$ cat src/hdl/port_event_consts.vh
// constants for the port event and link configuration register bank
// assumes apb byte addressing, 32-bit data, one register per aligned word
`ifndef PORT_EVENT_CONSTS_VH
`define PORT_EVENT_CONSTS_VH

`define OFS_EVENT_CONTROL   12'h450
`define OFS_EVENT_STATUS    12'h454
`define OFS_SERIALIZER_CTL  12'h500
`define OFS_LINK_CONFIG     12'h530
`define OFS_LINK_STATUS     12'h538
`define OFS_IRQ_STATUS      12'h600
`define OFS_IRQ_MASK        12'h604
`define OFS_ALT_FUNCTION    12'h608

`define POS_POLARITY_INVERT 0
`define POS_PORT1           1
`define POS_PORT3           3
`define POS_LOW_SWING       8
`define POS_CROSSLINK_DIS   12
`define POS_SELF_LOOP       13
`define POS_SPEED_POLICY    14
`define POS_UPCONFIG        16

`define RST_EVENT_CONTROL   4'h0
`define RST_LOW_SWING       1'b0
`define RST_SELF_LOOP       1'b0
`define RST_CROSSLINK_DIS   1'b0
`define RST_ALT_FUNCTION    1'b0
`define RST_IRQ             5'h00

`endif

$ cat src/hdl/port_event_lane.v
// one downstream port's event path: notification steering and status
// assumes port notifications arrive as levels synchronous to clk
`timescale 1ns/10ps
`default_nettype none
module port_event_lane (
  // clock and reset
  input  wire clk,
  input  wire rst_n,
  // control
  input  wire event_enable,
  // port notification request level
  input  wire notify_req,
  // results
  output wire native_notify,
  output reg  event_flag_q
);
  // status only ever rises with enable set, and clears one cycle after enable drops
  always @(posedge clk) begin
    if (!rst_n) begin
      event_flag_q <= 1'b0;
    end else begin
      event_flag_q <= event_enable & notify_req;
    end
  end

  // with the event path enabled the normal interrupt messages are held back
  assign native_notify = notify_req & ~event_enable;
endmodule // port_event_lane
`default_nettype wire

$ cat src/hdl/port_event_and_link_config_regs.v
// register bank: per-port event status, transmitter swing, link training config
// assumes an apb master on clk; link-side status inputs are synchronous to clk
//
// What this block does
// - status bits 1 to 3 read one while that port signals an event
// - an event status bit never sets unless that port's event is enabled
// - shared pin 7 carries the event only when set to its alternate function
// - enabled ports divert hot-plug, msi and pme notices to the shared event
// - shared event output active low, active high when polarity invert set
// - bit 8 selects low swing when one, full swing at reset; sticky
// - bit 13 permits a port to crosslink train against itself
// - self loop enable ignored while crosslink disable is set
// - policy bit 14 zero: auto change to gen2 after first l0 from detect
// - policy bit one: no automatic speed change, stay at gen1
// - policy bit sticky; resets one on upstream, zero on downstream ports
// - bit 16 of link status shows partner width upconfigure capability
`timescale 1ns/10ps
`default_nettype none
`include "port_event_consts.vh"
module port_event_and_link_config_regs #(
  parameter NPORTS       = 3,
  parameter IS_UPSTREAM  = 0
) (
  // clock and reset
  input  wire        clk,
  input  wire        rst_n,
  // apb slave
  input  wire        psel,
  input  wire        penable,
  input  wire        pwrite,
  input  wire [11:0] paddr,
  input  wire [31:0] pwdata,
  output wire        pready,
  output reg  [31:0] prdata,
  output wire        pslverr,
  // per-port notification requests and steered native notifications
  input  wire [2:0]  notify_req,
  output wire [2:0]  native_notify,
  // shared general-purpose pin 7 (oe low while driving)
  input  wire        gpio7_in,
  input  wire        gpio7_out_normal,
  input  wire        gpio7_oe_normal_n,
  output wire        gpio7_out,
  output wire        gpio7_oe_n,
  // link training
  input  wire        link_in_detect,
  input  wire        link_in_l0,
  input  wire        gen2_permissible,
  input  wire        upconfigure_capable,
  output wire        low_swing_select,
  output wire        self_loop_permit,
  output reg         speed_change_start_q,
  // interrupt
  output wire        irq
);
  // sticky registers: cleared only by rst_n, since this block sees one reset
  reg  [3:0] event_control_q;
  reg        low_swing_q;
  reg        self_loop_q;
  reg        crosslink_dis_q;
  reg        speed_policy_q;
  reg        alt_function_q;
  reg  [4:0] irq_status_q;
  reg  [4:0] irq_mask_q;
  reg        upconfig_q;
  reg        seen_detect_q;
  reg        first_l0_done_q;
  reg  [2:0] flag_prev_q;
  wire [2:0] event_flag;
  wire       event_active;
  wire       shared_event_output;
  wire       wr_en;
  wire       rd_en;
  wire       addr_hit;
  wire [4:0] irq_events;
  wire       speed_start;
  reg  [31:0] rd_data;

  // zero wait-state slave
  assign pready  = 1'b1;
  assign wr_en   = psel & penable & pwrite;
  assign rd_en   = psel & penable & ~pwrite;
  assign addr_hit = (paddr == `OFS_EVENT_CONTROL) | (paddr == `OFS_EVENT_STATUS) |
                    (paddr == `OFS_SERIALIZER_CTL) | (paddr == `OFS_LINK_CONFIG) |
                    (paddr == `OFS_LINK_STATUS) | (paddr == `OFS_IRQ_STATUS) |
                    (paddr == `OFS_IRQ_MASK) | (paddr == `OFS_ALT_FUNCTION);
  assign pslverr = psel & penable & ~addr_hit;

  genvar g;
  generate
    for (g = 0; g < NPORTS; g = g + 1) begin : lane
      port_event_lane u_lane (
        .clk           (clk),
        .rst_n         (rst_n),
        .event_enable  (event_control_q[g+1]),
        .notify_req    (notify_req[g]),
        .native_notify (native_notify[g]),
        .event_flag_q  (event_flag[g])
      );
    end
  endgenerate

  assign event_active = |event_flag;
  // asserted level low unless polarity inverted
  assign shared_event_output = event_control_q[`POS_POLARITY_INVERT] ? event_active : ~event_active;
  assign gpio7_out  = alt_function_q ? shared_event_output : gpio7_out_normal;
  assign gpio7_oe_n = alt_function_q ? 1'b0 : gpio7_oe_normal_n;

  assign low_swing_select = low_swing_q;
  assign self_loop_permit = self_loop_q & ~crosslink_dis_q;

  // speed change fires once on the first l0 reached through detect
  assign speed_start = link_in_l0 & seen_detect_q & ~first_l0_done_q;
  always @(posedge clk) begin
    if (!rst_n) begin
      seen_detect_q        <= 1'b0;
      first_l0_done_q      <= 1'b0;
      speed_change_start_q <= 1'b0;
      upconfig_q           <= 1'b0;
    end else begin
      upconfig_q <= upconfigure_capable;
      if (link_in_detect) begin
        seen_detect_q <= 1'b1;
      end
      if (speed_start) begin
        first_l0_done_q <= 1'b1;
      end
      speed_change_start_q <= speed_start & ~speed_policy_q & gen2_permissible;
    end
  end

  // events: rising port flags, link upconfig change, speed change start
  assign irq_events = {speed_change_start_q, upconfig_q ^ upconfigure_capable,
                       event_flag & ~flag_prev_q};

  always @(posedge clk) begin
    if (!rst_n) begin
      event_control_q <= `RST_EVENT_CONTROL;
      low_swing_q     <= `RST_LOW_SWING;
      self_loop_q     <= `RST_SELF_LOOP;
      crosslink_dis_q <= `RST_CROSSLINK_DIS;
      speed_policy_q  <= (IS_UPSTREAM != 0) ? 1'b1 : 1'b0;
      alt_function_q  <= `RST_ALT_FUNCTION;
      irq_status_q    <= `RST_IRQ;
      irq_mask_q      <= `RST_IRQ;
      flag_prev_q     <= 3'h0;
    end else begin
      flag_prev_q <= event_flag;
      // a new event in the clearing cycle survives the write-one-to-clear
      if (wr_en && paddr == `OFS_IRQ_STATUS) begin
        irq_status_q <= (irq_status_q & ~pwdata[4:0]) | irq_events;
      end else begin
        irq_status_q <= irq_status_q | irq_events;
      end
      if (wr_en) begin
        case (paddr)
          `OFS_EVENT_CONTROL: event_control_q <= pwdata[3:0];
          `OFS_SERIALIZER_CTL: low_swing_q <= pwdata[`POS_LOW_SWING];
          `OFS_LINK_CONFIG: begin
            crosslink_dis_q <= pwdata[`POS_CROSSLINK_DIS];
            self_loop_q     <= pwdata[`POS_SELF_LOOP];
            speed_policy_q  <= pwdata[`POS_SPEED_POLICY];
          end
          `OFS_IRQ_MASK: irq_mask_q <= pwdata[4:0];
          `OFS_ALT_FUNCTION: alt_function_q <= pwdata[0];
          default: ;
        endcase
      end
    end
  end

  assign irq = |(irq_status_q & irq_mask_q);

  // reserved positions are left zero in every read word
  always @* begin
    rd_data = 32'h00000000;
    case (paddr)
      `OFS_EVENT_CONTROL:  rd_data[3:0] = event_control_q;
      `OFS_EVENT_STATUS:   rd_data[`POS_PORT3:`POS_PORT1] = event_flag;
      `OFS_SERIALIZER_CTL: rd_data[`POS_LOW_SWING] = low_swing_q;
      `OFS_LINK_CONFIG: begin
        rd_data[`POS_CROSSLINK_DIS] = crosslink_dis_q;
        rd_data[`POS_SELF_LOOP]     = self_loop_q;
        rd_data[`POS_SPEED_POLICY]  = speed_policy_q;
      end
      `OFS_LINK_STATUS:    rd_data[`POS_UPCONFIG] = upconfig_q;
      `OFS_IRQ_STATUS:     rd_data[4:0] = irq_status_q;
      `OFS_IRQ_MASK:       rd_data[4:0] = irq_mask_q;
      `OFS_ALT_FUNCTION:   rd_data[0] = alt_function_q;
      default:             rd_data = 32'h00000000;
    endcase
  end

  // read data is registered at the setup phase so it is stable in access
  always @(posedge clk) begin
    if (!rst_n) begin
      prdata <= 32'h00000000;
    end else if (psel & ~penable & ~pwrite) begin
      prdata <= rd_data;
    end
  end
endmodule // port_event_and_link_config_regs
`default_nettype wire

$ cat config.mk
export PLATFORM = sky130hd
export DESIGN_NAME = port_event_and_link_config_regs
export DESIGN_NICKNAME = d
export VERILOG_FILES = /design/src/hdl/port_event_lane.v /design/src/hdl/port_event_and_link_config_regs.v
export VERILOG_INCLUDE_DIRS = /design/src /design/src/hdl
export SDC_FILE = /design/constraint.sdc
export NUM_CORES = 1
export LEC_CHECK = 0
export ABC_CLOCK_PERIOD_IN_PS = 2300
export BUFFER_PORTS_ARGS = -buffer_cell sky130_fd_sc_hd__buf_2
export CAP_MARGIN = 20
export CORE_MARGIN = 2
export CORE_UTILIZATION = 45
export CTS_CLUSTER_DIAMETER = 50
export DETAILED_ROUTE_END_ITERATION = 10
export GPL_ROUTABILITY_DRIVEN = 0
export PLACE_DENSITY = 0.89
export SLEW_MARGIN = 20
export SYNTH_ARGS = -nofsm -noshare
export SYNTH_HDL_FRONTEND = slang
export SYNTH_SLANG_ARGS = --single-unit
$ cat constraint.sdc
create_clock -name clk -period 2.3 [get_ports clk]
set_input_delay 0.115 -clock clk [delete_from_list [all_inputs] [get_ports clk]]
set_output_delay 0.115 -clock clk [all_outputs]
set_load 0.01 [all_outputs]
# Yosys cells after proc, flatten, opt, wreduce, memory -nomap -nowiden
# Index checks and enable logic that the tools add are counted.
# totals
ff_bits,39
word_cells,84
# op_classes
eq_ne,8
n_mux,10
bitwise_logic,41
reduce_logical,8
# op_table
operator,count
equality test 12 x 11 -> 1 bit (second input constant),8
AND 1 bit,16
case mux 3 bit (4 select lines),1
AND 5 bit,2
inverter 1 bit,10
bitwise OR 5 bit,2
AND reduction 2 bit,5
bitwise OR 1 bit,7
two-way mux 1 bit,5
two-way mux 5 bit,1
inverter 5 bit,1
OR reduction 5 bit,1
case mux 1 bit (4 select lines),1
AND 3 bit,1
two-way mux 3 bit,1
inverter 3 bit,1
OR reduction 3 bit,1
case mux 1 bit (2 select lines),1
logical AND 1 bit,1
bitwise XOR 1 bit,1

# Depth between registers and ports, before layout
# Gate-level depths: netlist (run 1).
# depth
depth_word,10
ltp_mapped,5
depth_no_buf,4

# Hierarchy
# From an unflattened synthesis (run 1), not the netlist that was laid out.
# unflattened
cells_unflattened,231
hier_area_um2,1996.9
# by_module_without_submodules
module,n_inst,cells_per_inst,area_per_inst_um2,seq_area_each_um2
port_event_and_link_config_regs,1,222,1888.1,720.7
port_event_lane,3,3,36.3,20.0

# Least setup slack after synthesis (run 1)
# Ideal clock, no wire load.
# synth_timing
path_kind,input to register
startpoint,input paddr[3]
endpoint,register prdata[8]
setup_ns,0.070
arrival_time_ns,1.597
path_slack_ns,0.633
cell_stages,5
path_cell_list,buf_6 > or4_4 > or3_1 > or4_1 > a21oi_1
# synth_between
elab_chain_cells,2
# synth_rtl
item,line_no,source
start: declaration,port_event_and_link_config_regs.v:31,"input wire [11:0] paddr,"
equality test 12 x 11 -> 1 bit,port_event_and_link_config_regs.v:177,case (paddr)
two-way mux 1 bit,port_event_and_link_config_regs.v:177,
end signal: assignment,port_event_and_link_config_regs.v:199,prdata <= rd_data;
end: declaration,port_event_and_link_config_regs.v:34,"output reg [31:0] prdata,"
# Every way passes these cells.
# A chain may end at the register's enable or synchronous reset.

# Worst setup path after layout (run 1)
# layout_timing
startpoint,input paddr[6]
endpoint,output pslverr
# layout_between
elab_chain_cells,10
word_cells_on_any_way,17
classes_between,8 x eq/ne; 9 x bitwise
# layout_rtl
item,line_no,source
equality test 12 x 11 -> 1 bit,n/a,
bitwise OR 1 bit (6 in a row),port_event_and_link_config_regs.v:83,assign addr_hit = (paddr == `OFS_EVENT_CONTROL) | (paddr == `OFS_EVENT_STATUS) |
bitwise OR 1 bit *,port_event_and_link_config_regs.v:83,
inverter 1 bit *,port_event_and_link_config_regs.v:87,assign pslverr = psel & penable & ~addr_hit;
AND 1 bit *,port_event_and_link_config_regs.v:87,
end: declaration,port_event_and_link_config_regs.v:35,"output wire pslverr,"
# Mark *: on every way between the ends. The rest lies on a longest branch, timed or not.

==> results of run 1 <==
-- per-stage QoR --
stage	instance area, sq um	util [%]	hold WS (ns)	power [mW]	instances
global placement	2200	50.9	0.319	0.828	335
CTS	2310	53.5	0.0164	1.40	343
global route	2310	53.5	0.0524	1.45	343
detailed placement	2200	50.9	0.327	0.830	335
floorplan	2070	-	0.231	0.803	259
finish	2310	53.5	0.0155	1.39	343
-- power breakdown --
group / total [mW] / leakage, nW / internal (mW) / switching, mW
combinational: 0.133 / 0.580 / 0.0462 / 0.0870
clock: 0.576 / 0.0581 / 0.323 / 0.253
sequential: 0.685 / 0.315 / 0.680 / 0.00454
total: 1.39 / 0.953 / 1.05 / 0.345
-- routing by layer --
layer	GRT usage, %	part of all wire [%]	vias to the layer above
met1	24.7	43	866
met3	6.27	9.4	12
met2	33.2	46	95
met5	0	0	-
li1	-	-	912
met4	7.55	1.7	0
-- cells in the final DEF, fill, tap and decap left out, types with 2 or more instances in the layout --
cell / instances
nand3_1: 12
nor3b_1: 2
nor2_1: 8
nor3_1: 6
buf_2: 54
a22oi_1: 2
buf_4: 4
o22ai_1: 3
nor2b_1: 6
o21ai_0: 16
nand4_1: 5
clkbuf_8: 5
mux2i_1: 10
nand2b_1: 3
and3_1: 4
inv_1: 4
or4_1: 3
conb_1: 23
a21oi_1: 23
nand2_1: 25
dfxtp_1: 39
nor4_1: 4
xnor2_1: 2
and4_1: 2
a22o_1: 6
and2_1: 4
-- registers in the layout, indices dropped and copies added, names as in the netlist --
name	cells
low_swing_select	1
first_l0_done_q	1
prdata	10
flag_prev_q	3
event_control_q	4
irq_status_q	5
seen_detect_q	1
crosslink_dis_q	1
self_loop_q	1
lane.u_lane.event_flag_q	3
alt_function_q	1
speed_change_start_q	1
upconfig_q	1
irq_mask_q	5
speed_policy_q	1
-- final cells by class --
| class | instances | area (sq um) |
|---|---|---|
| clock buffer | 5 | 68.8 |
| fill | 412 | 2010 |
| clock inverter | 3 | 43.8 |
| inverter | 4 | 15.0 |
| sequential | 39 | 781 |
| multi-input combinational | 182 | 1040 |
| timing repair buffer | 58 | 300 |
| tap | 52 | 65.1 |
-- cell families after synthesis --
group / count (synthesis)
AO/OA/AOI/OAI: 56
XOR/XNOR: 2
AND/OR/NAND/NOR: 90
multiplexers: 11
other: 2
buffers and inverters: 38
flip-flops: 39
-- worst min-delay path by stage --
stage                    endpoint  slack (ns)  cells after the start
finish              seen_detect_q        0.02                      3
global route        seen_detect_q        0.05                      3
CTS                 seen_detect_q        0.02                      3
detailed placement  seen_detect_q        0.33                      3
global placement    seen_detect_q        0.32                      3
floorplan           seen_detect_q        0.23                      2
-- worst max-delay path, cell delays in order --
cell and delay, ns:
buf_2 0.13, nor4_1 0.42, nand2_1 0.30, a2111oi_0 0.43, a21oi_1 0.13, buf_2 0.15
==> results.py, run 1 <==
metrics = {
    "sta": {
        "skew_ns": 0.00596,
        "period_minus_slack_ns": 1.79,
        "setup_tns_ns": 0,
        "fin_ws_ns": 0.509,
        "max_freq_mhz": 558,
        "period_share_pct": 77.9,
        "relSlewSlack_pct": 61.0,
        "worst_pin_slew_ns": 0.581,
        "rsz0062_at_grt": "no",
        "drv_slew": 0,
        "setup-violations-final": 0,
        "hold_viol": 0,
    },
    "finish": {
        "layout.nets": 349,
        "areaGrowthSynthToFinish_pct": 16.0,
        "drive_above_1_share_pct": 24.1,
        "antenna_cells": 0,
    },
    "logic_synthesis": {
        "synth_cell_types": 41,
        "yosysMostFrequentCell": "dfxtp_1",
        "syn_area_per_cell_sq_um": 8.39,
        "synth_top_area_share_pct": 39.1,
        "synthXorXnorAreaFrac_pct": 0.878,
        "postSynth.asyncResetShare_pct": 0,
        "synth_compound_area_share_pct": 16.9,
        "synth_top_family_by_area": "simple AND/OR/NAND/NOR gates",
        "synth.largest_area_cell": "dfxtp_1",
        "synth_edf_count": 0,
        "synth-seq-cells": 39,
        "synthAdderAreaFrac_pct": 0,
        "yosys.area_share.simple_pct": 24.5,
        "netlist_area_sq_um": 2000,
        "synth.area.mux_share_pct": 5.58,
        "ys_seq_area_share_pct": 39.1,
        "synth_common_cells": "39 x dfxtp_1, 26 x buf_4, 25 x nand2_1",
        "ys_warn_count": 0,
        "synthCells": 238,
        "ys_dominant_reg_cell": "dfxtp_1",
        "synthTopCellsByArea": "dfxtp_1 39%, buf_4 9.8%, a21oi_1 5.8%",
    },
    "die": {
        "ioPinCount": 102,
        "start_util_pct": 46.2,
        "rows": 24,
        "die_w_um": 70.6,
        "die_y_um": 70.6,
        "dieArea_sq_um": 4980,
        "coreArea_sq_um": 4320,
    },
    "drt": {
        "firstDrtPassIters": 5,
        "wire_per_inst_um": 14.4,
        "drt-total-wl_um": 4940,
        "drc_errors": 0,
        "num_vias": 1885,
        "viasPerCell": 5.50,
        "drt_iter0_markers": 134,
        "postRouteAntennaNets": 0,
    },
    "clock_tree": {
        "cts_tree": "done",
        "clockRootBuffer": "clkbuf_8",
        "clockBufferDepth": 2,
        "clkSlewWorstSetupHoldPaths_ns": 0.08,
        "clk_latency_ns": 0.30,
        "post_cts_buffers": 0,
        "cts_hold_buf": 0,
        "cts_buffers": 5,
        "htree_num_levels": 2,
        "clock-sinks": 39,
        "ctsResizeCount": 0,
    },
    "critical_path": {
        "crit_end": "pslverr",
        "crit_path_start_kind": "primary input",
        "timing.rr.end": "prdata[0]",
        "rr_startpoint": "irq_mask_q[0]",
        "startpoint": "paddr[6]",
        "rr_worst_depth": 4,
        "cp-end-kind": "primary output",
        "worst-endpoint-arrival_ns": 1.68,
        "worst-r2r-setup-slack_ns": 1.10,
        "worstSetupPathType": "primary input to primary output",
        "required_ns": 2.18,
        "cp_max_fo": 8,
    },
    "grt": {
        "grt_pass1_vias": 1746,
        "grt_pass1_wl_um": 8000,
        "globalRouteTotalUtil_pct": 20.1,
        "antenna_found_initial": 0,
        "grt_max_degree": 22,
        "gr-total-overflow": 0,
    },
    "worst_hold_path": {
        "holdCritPathClass": "primary input to register",
        "holdCritStartpoint": "link_in_detect",
    },
    "placement": {
        "place_ws_ns": 0.477,
        "dpl.hpwl_um": 3630,
        "portBuffers": 54,
    },
    "outcome": {
        "status": "complete, no violations",
    },
    "power": {
        "p_leak_nw": 0.953,
        "p_per_area_nw_per_um2": 602,
        "ir_worst_vdd_uv": 547,
    },
    "job": {
        "cap_viol_max_count": 0,
    },
}
(Power assumes the default switching activity.)
==> inputs of run 2 (changes only) <==
--- a/config.mk
+++ b/config.mk
@@ -6,7 +6,7 @@
 export SDC_FILE = /design/constraint.sdc
 export NUM_CORES = 1
 export LEC_CHECK = 0
-export ABC_CLOCK_PERIOD_IN_PS = 2300
+export ABC_CLOCK_PERIOD_IN_PS = 1700
 export BUFFER_PORTS_ARGS = -buffer_cell sky130_fd_sc_hd__buf_2
 export CAP_MARGIN = 20
 export CORE_MARGIN = 2
==> constraint.sdc (replaced) <==
create_clock -name clk -period 1.7 [get_ports clk]
set_input_delay 0.085 -clock clk [delete_from_list [all_inputs] [get_ports clk]]
set_output_delay 0.085 -clock clk [all_outputs]
set_load 0.01 [all_outputs]
==> run 2 against run 1 <==
Compared with the run above: the run now ends with hold timing left; via count increased by 6.2%; design area increased by 3.0%; power increased by 34%; die area unchanged; clock-buffer cell count increased by 1; combinational power increased by 47%; global-route usage increased by 0.41 points; core utilization increased by 1.6 points; critical endpoint unchanged; highest routed layer unchanged.
==> results.py, run 2 (same netlist as run 1, synthesis figures left out) <==
metrics = {
    "outcome": {
        "status": "complete, but fails checks",
        "violations": "hold timing",
    },
    "grt": {
        "antenna_found_initial": 0,
        "grt_max_degree": 21,
        "grt_pass1_wl_um": 8190,
        "gr-total-overflow": 0,
        "globalRouteTotalUtil_pct": 20.5,
        "grt_pass1_vias": 1898,
    },
    "sta": {
        "fin_ws_ns": 0.197,
        "skew_ns": 0.00535,
        "drv_slew": 0,
        "period_minus_slack_ns": 1.50,
        "worst_pin_slew_ns": 0.505,
        "setup_tns_ns": 0,
        "hold_viol": 1,
        "hold_ws_ns": -0.00231,
        "max_freq_mhz": 665,
        "setup-violations-final": 0,
        "relSlewSlack_pct": 66.3,
        "period_share_pct": 88.4,
    },
    "finish": {
        "antenna_cells": 0,
        "fin_util_pct": 55.2,
        "drive_above_1_share_pct": 26.4,
        "areaGrowthSynthToFinish_pct": 19.5,
        "largest_reg_flops": 10,
        "mostFrequentLayoutCell": "buf_2",
        "top_register": "prdata",
        "final_cell_mix": "54 x buf_2, 39 x dfxtp_1, 25 x nand2_1",
        "layout.nets": 358,
        "fin_cells": 351,
        "stdcell_area_sq_um": 2380,
        "largest_registers": "prdata x10, irq_mask_q x5, irq_status_q x5",
    },
    "placement": {
        "dpl.hpwl_um": 3790,
        "place_area_sq_um": 2270,
        "place_ws_ns": -0.00549,
        "portBuffers": 54,
        "place_inst": 344,
    },
    "critical_path": {
        "timing.rr.end": "prdata[0]",
        "worst-r2r-setup-slack_ns": 0.51,
        "crit_path_start_kind": "primary input",
        "crit_end": "pslverr",
        "worstSetupPathType": "primary input to primary output",
        "cp-end-kind": "primary output",
        "cp_max_fo": 5,
        "worst-endpoint-arrival_ns": 1.42,
        "rr_worst_depth": 4,
        "rr_startpoint": "irq_status_q[0]",
        "required_ns": 1.62,
        "startpoint": "paddr[6]",
    },
    "die": {
        "dieArea_sq_um": 4980,
        "die_y_um": 70.6,
        "start_util_pct": 46.2,
        "ioPinCount": 102,
        "coreArea_sq_um": 4320,
        "rows": 24,
        "die_w_um": 70.6,
    },
    "clock_tree": {
        "htree_num_levels": 2,
        "cts_buffers": 5,
        "clockBufferDepth": 2,
        "cts_tree": "done",
        "post_cts_buffers": 0,
        "ctsResizeCount": 1,
        "clkSlewWorstSetupHoldPaths_ns": 0.07,
        "clockRootBuffer": "clkbuf_8",
        "clock-sinks": 39,
        "clk_latency_ns": 0.29,
        "cts_hold_buf": 0,
    },
    "drt": {
        "firstDrtPassIters": 8,
        "drt-total-wl_um": 5170,
        "wire_per_inst_um": 14.7,
        "viasPerCell": 5.70,
        "drc_errors": 0,
        "drt_iter0_markers": 199,
        "num_vias": 2002,
        "postRouteAntennaNets": 0,
    },
    "power": {
        "p_leak_nw": 0.991,
        "p_per_area_nw_per_um2": 783,
        "p_sw_uw": 446,
        "netSwitchingFraction_pct": 23.9,
        "power_frac_clock_pct": 39.9,
        "pwr-share-comb_pct": 10.5,
        "seq_power_share_pct": 49.6,
        "intPower_mw": 1.42,
        "ir_worst_vdd_uv": 581,
        "power_mw": 1.87,
    },
    "worst_hold_path": {
        "holdCritStartpoint": "link_in_detect",
        "holdCritPathClass": "primary input to register",
    },
    "job": {
        "cap_viol_max_count": 0,
    },
}
run 2: changes by cell type in the layout (fill, tap and decap cells not counted):
cell / delta
clkbuf_1: +1
a2111oi_0: -1
nor4_2: +1
nor4_1: -1
buf_4: +9
clkinv_4: -1
a2111oi_2: +1
clkinv_2: -1
run 2: worst max-delay path, cell delays in order:
cell and delay [ns]:
buf_2 0.14, nor4_2 0.39, nand2_1 0.19, a2111oi_2 0.34
a21oi_1 0.12, buf_2 0.15
run 2: worst min-delay path by stage:
stage               cells past startpoint             to
CTS                                     3  seen_detect_q
floorplan                               2  seen_detect_q
global route                            3  seen_detect_q
detailed placement                      3  seen_detect_q
global placement                        3  seen_detect_q
finish                                  3  seen_detect_q
run 2: power by group through the flow:
| stage | clock (mW) | sequential [mW] | combinational [mW] |
|---|---|---|---|
| after global placement | 0 | 0.947 | 0.182 |
| final | 0.745 | 0.927 | 0.196 |
| after detailed placement | 0 | 0.948 | 0.186 |
| after CTS | 0.745 | 0.927 | 0.190 |
| after global routing | 0.786 | 0.927 | 0.214 |
| after floorplan | 0 | 0.946 | 0.140 |
run 2: layer usage:
layer / vias up / GRT usage (%) / share of wire (%)
met5: - / 0 / 0
met4: 0 / 10.1 / 2.0
met3: 16 / 5.98 / 10
met2: 135 / 33.0 / 48
met1: 916 / 25.2 / 40
li1: 935 / - / -
run 2: cell type report:
| type | count | area, sq um |
|---|---|---|
| sequential | 39 | 781 |
| timing repair buffer | 67 | 368 |
| clock buffer | 6 | 72.6 |
| fill | 404 | 1940 |
| multi-input combinational | 182 | 1050 |
| clock inverter | 1 | 30.0 |
| inverter | 4 | 15.0 |
| tap | 52 | 65.1 |
==> inputs of run 3 (changes only) <==
--- a/config.mk
+++ b/config.mk
@@ -14,7 +14,7 @@
 export CTS_CLUSTER_DIAMETER = 50
 export DETAILED_ROUTE_END_ITERATION = 10
 export GPL_ROUTABILITY_DRIVEN = 0
-export PLACE_DENSITY = 0.89
+export PLACE_DENSITY_LB_ADDON = 0.1
 export SLEW_MARGIN = 20
 export SYNTH_ARGS = -nofsm -noshare
 export SYNTH_HDL_FRONTEND = slang
==> run 3 against run 2 <==
Compared with the run above: the flow now finishes without violations; clock-buffer cell count stayed put; cell count is 1.4% higher; worst hold slack improved by 0.036 ns; worst setup slack got worse by 0.14 ns; clock skew increased by 0.0040 ns; global-route usage barely moved; sequential power is essentially flat; first-iteration DRC count shrank 24%; non-clock buffer count grew 4; highest routed layer unchanged.
==> results.py, run 3 (same netlist as run 1, synthesis figures left out) <==
metrics = {
    "placement": {
        "place_inst": 347,
        "portBuffers": 54,
        "dpl.hpwl_um": 3760,
        "place_area_sq_um": 2290,
    },
    "finish": {
        "largest_registers": "prdata x10, irq_mask_q x5, irq_status_q x5",
        "fin_util_pct": 55.2,
        "areaGrowthSynthToFinish_pct": 19.6,
        "register_area_sq_um": 781,
        "nFillCells": 446,
        "final_cell_mix": "54 x buf_2, 39 x dfxtp_1, 25 x nand2_1",
        "stdcell_area_sq_um": 2390,
        "drive_above_1_share_pct": 26.6,
        "antenna_cells": 0,
        "top_register": "prdata",
        "mostFrequentLayoutCell": "buf_2",
        "multi_input_area_sq_um": 1040,
        "layout.nets": 362,
        "largest_reg_flops": 10,
        "fin_cells": 356,
    },
    "die": {
        "rows": 24,
        "die_w_um": 70.6,
        "dieArea_sq_um": 4980,
        "die_y_um": 70.6,
        "start_util_pct": 46.2,
        "coreArea_sq_um": 4320,
        "ioPinCount": 102,
    },
    "sta": {
        "period_minus_slack_ns": 1.64,
        "period_share_pct": 96.7,
        "setup_tns_ns": 0,
        "rsz0062_at_grt": "no",
        "drv_slew": 0,
        "setup-violations-final": 0,
        "skew_ns": 0.00932,
        "max_freq_mhz": 608,
        "hold_viol": 0,
    },
    "grt": {
        "grt_pass1_wl_um": 8070,
        "grt_max_degree": 21,
        "globalRouteTotalUtil_pct": 20.5,
        "antenna_found_initial": 0,
        "gr-total-overflow": 0,
        "grt_pass1_vias": 1757,
    },
    "critical_path": {
        "critPathBufInv": 2,
        "cpMostUsedCell": "buf_2",
        "cp_cell_sequence": "buf_2 -> nor4_1 -> nand2_1 -> a2111oi_0 -> a21oi_1 -> buf_2",
        "cp_max_fo": 5,
        "startpoint": "paddr[6]",
        "rr_startpoint": "irq_mask_q[0]",
        "cp-end-kind": "primary output",
        "worst-endpoint-arrival_ns": 1.56,
        "required_ns": 1.62,
        "worstSetupPathType": "primary input to primary output",
        "slowest_delay_ns": 0.46,
        "crit_path_start_kind": "primary input",
        "path_delay_family": "compound AO/OA/AOI/OAI gates",
        "cp_slowest_cell": "a2111oi_0",
    },
    "drt": {
        "num_vias": 1907,
        "postRouteAntennaNets": 0,
        "drt-total-wl_um": 4950,
        "drt_iter0_markers": 152,
        "firstDrtPassIters": 4,
        "viasPerCell": 5.36,
        "drc_errors": 0,
        "wire_per_inst_um": 13.9,
    },
    "job": {
        "cap_viol_max_count": 0,
    },
    "power": {
        "netSwitchingFraction_pct": 26.3,
        "pwr-share-comb_pct": 11.2,
        "p_per_area_nw_per_um2": 728,
        "power_mw": 1.74,
        "power_frac_clock_pct": 35.6,
        "seq_power_share_pct": 53.3,
        "intPower_mw": 1.28,
        "p_leak_nw": 0.999,
        "p_sw_uw": 457,
        "ir_worst_vdd_uv": 657,
    },
    "clock_tree": {
        "clkSlewWorstSetupHoldPaths_ns": 0.07,
        "ctsResizeCount": 0,
        "htree_num_levels": 2,
        "clockBufferDepth": 2,
        "clk_latency_ns": 0.29,
        "clock-sinks": 39,
        "cts_buffers": 5,
        "clockRootBuffer": "clkbuf_8",
        "cts_tree": "done",
    },
    "outcome": {
        "status": "complete, no violations",
    },
    "worst_hold_path": {
        "holdCritPathClass": "primary input to register",
        "holdCritStartpoint": "notify_req[1]",
    },
}
run 3: per-stage QoR:
step	hold WS (ns)	setup slack, ns
floorplan	0.201	0.0629
global placement	0.290	0.0258
detailed placement	0.301	0.0216
CTS	0.0294	0.112
global route	0.0455	0.00453
finish	0.0338	0.0558
run 3: per-layer routing:
metal / track usage [%] / vias to the layer above / share of wire [%]
met2: 31.3 / 89 / 44
met5: 0 / - / 0
met3: 6.27 / 12 / 6.3
li1: - / 938 / -
met1: 27.7 / 868 / 48
met4: 7.55 / 0 / 2.1
run 3: worst paths after layout:
check                                      to  slack, ns  cells after the start
hold / removal    lane[1].u_lane.event_flag_q       0.03                      2
hold reg to reg          speed_change_start_q       0.42                      1
setup / recovery                      pslverr       0.06                      6
setup reg to reg                    prdata[0]       0.50                      4
run 3: worst reg2reg max path: cells and delay by family, from the launching register on:
kind	cells	cell delay, ns
AO/OA/AOI/OAI	3	0.49
flip-flops	1	0.33
multiplexers	1	0.27
run 3: cell type report:
class / count / area share, %
multi-input cells: 182 / 43.6
clock buffers: 6 / 3.04
flip-flops and latches: 39 / 32.7
repair buffers: 71 / 16.8
inverters: 4 / 0.629
clock inverters: 2 / 0.524
well taps: 52 / 2.73
run 3: power groups by stage:
stage	clock (mW)	sequential [mW]	combinational, mW
2_1_floorplan	0	0.946	0.140
3_5_place_dp	0	0.948	0.190
6_report	0.619	0.926	0.194
5_1_grt	0.673	0.927	0.216
3_3_place_gp	0	0.947	0.189
4_1_cts	0.629	0.926	0.193
run 3: repair_timing:
item	CTS	global route
endpoints found under the hold margin	1	0
hold buffers	1	0
setup buffers	0	0
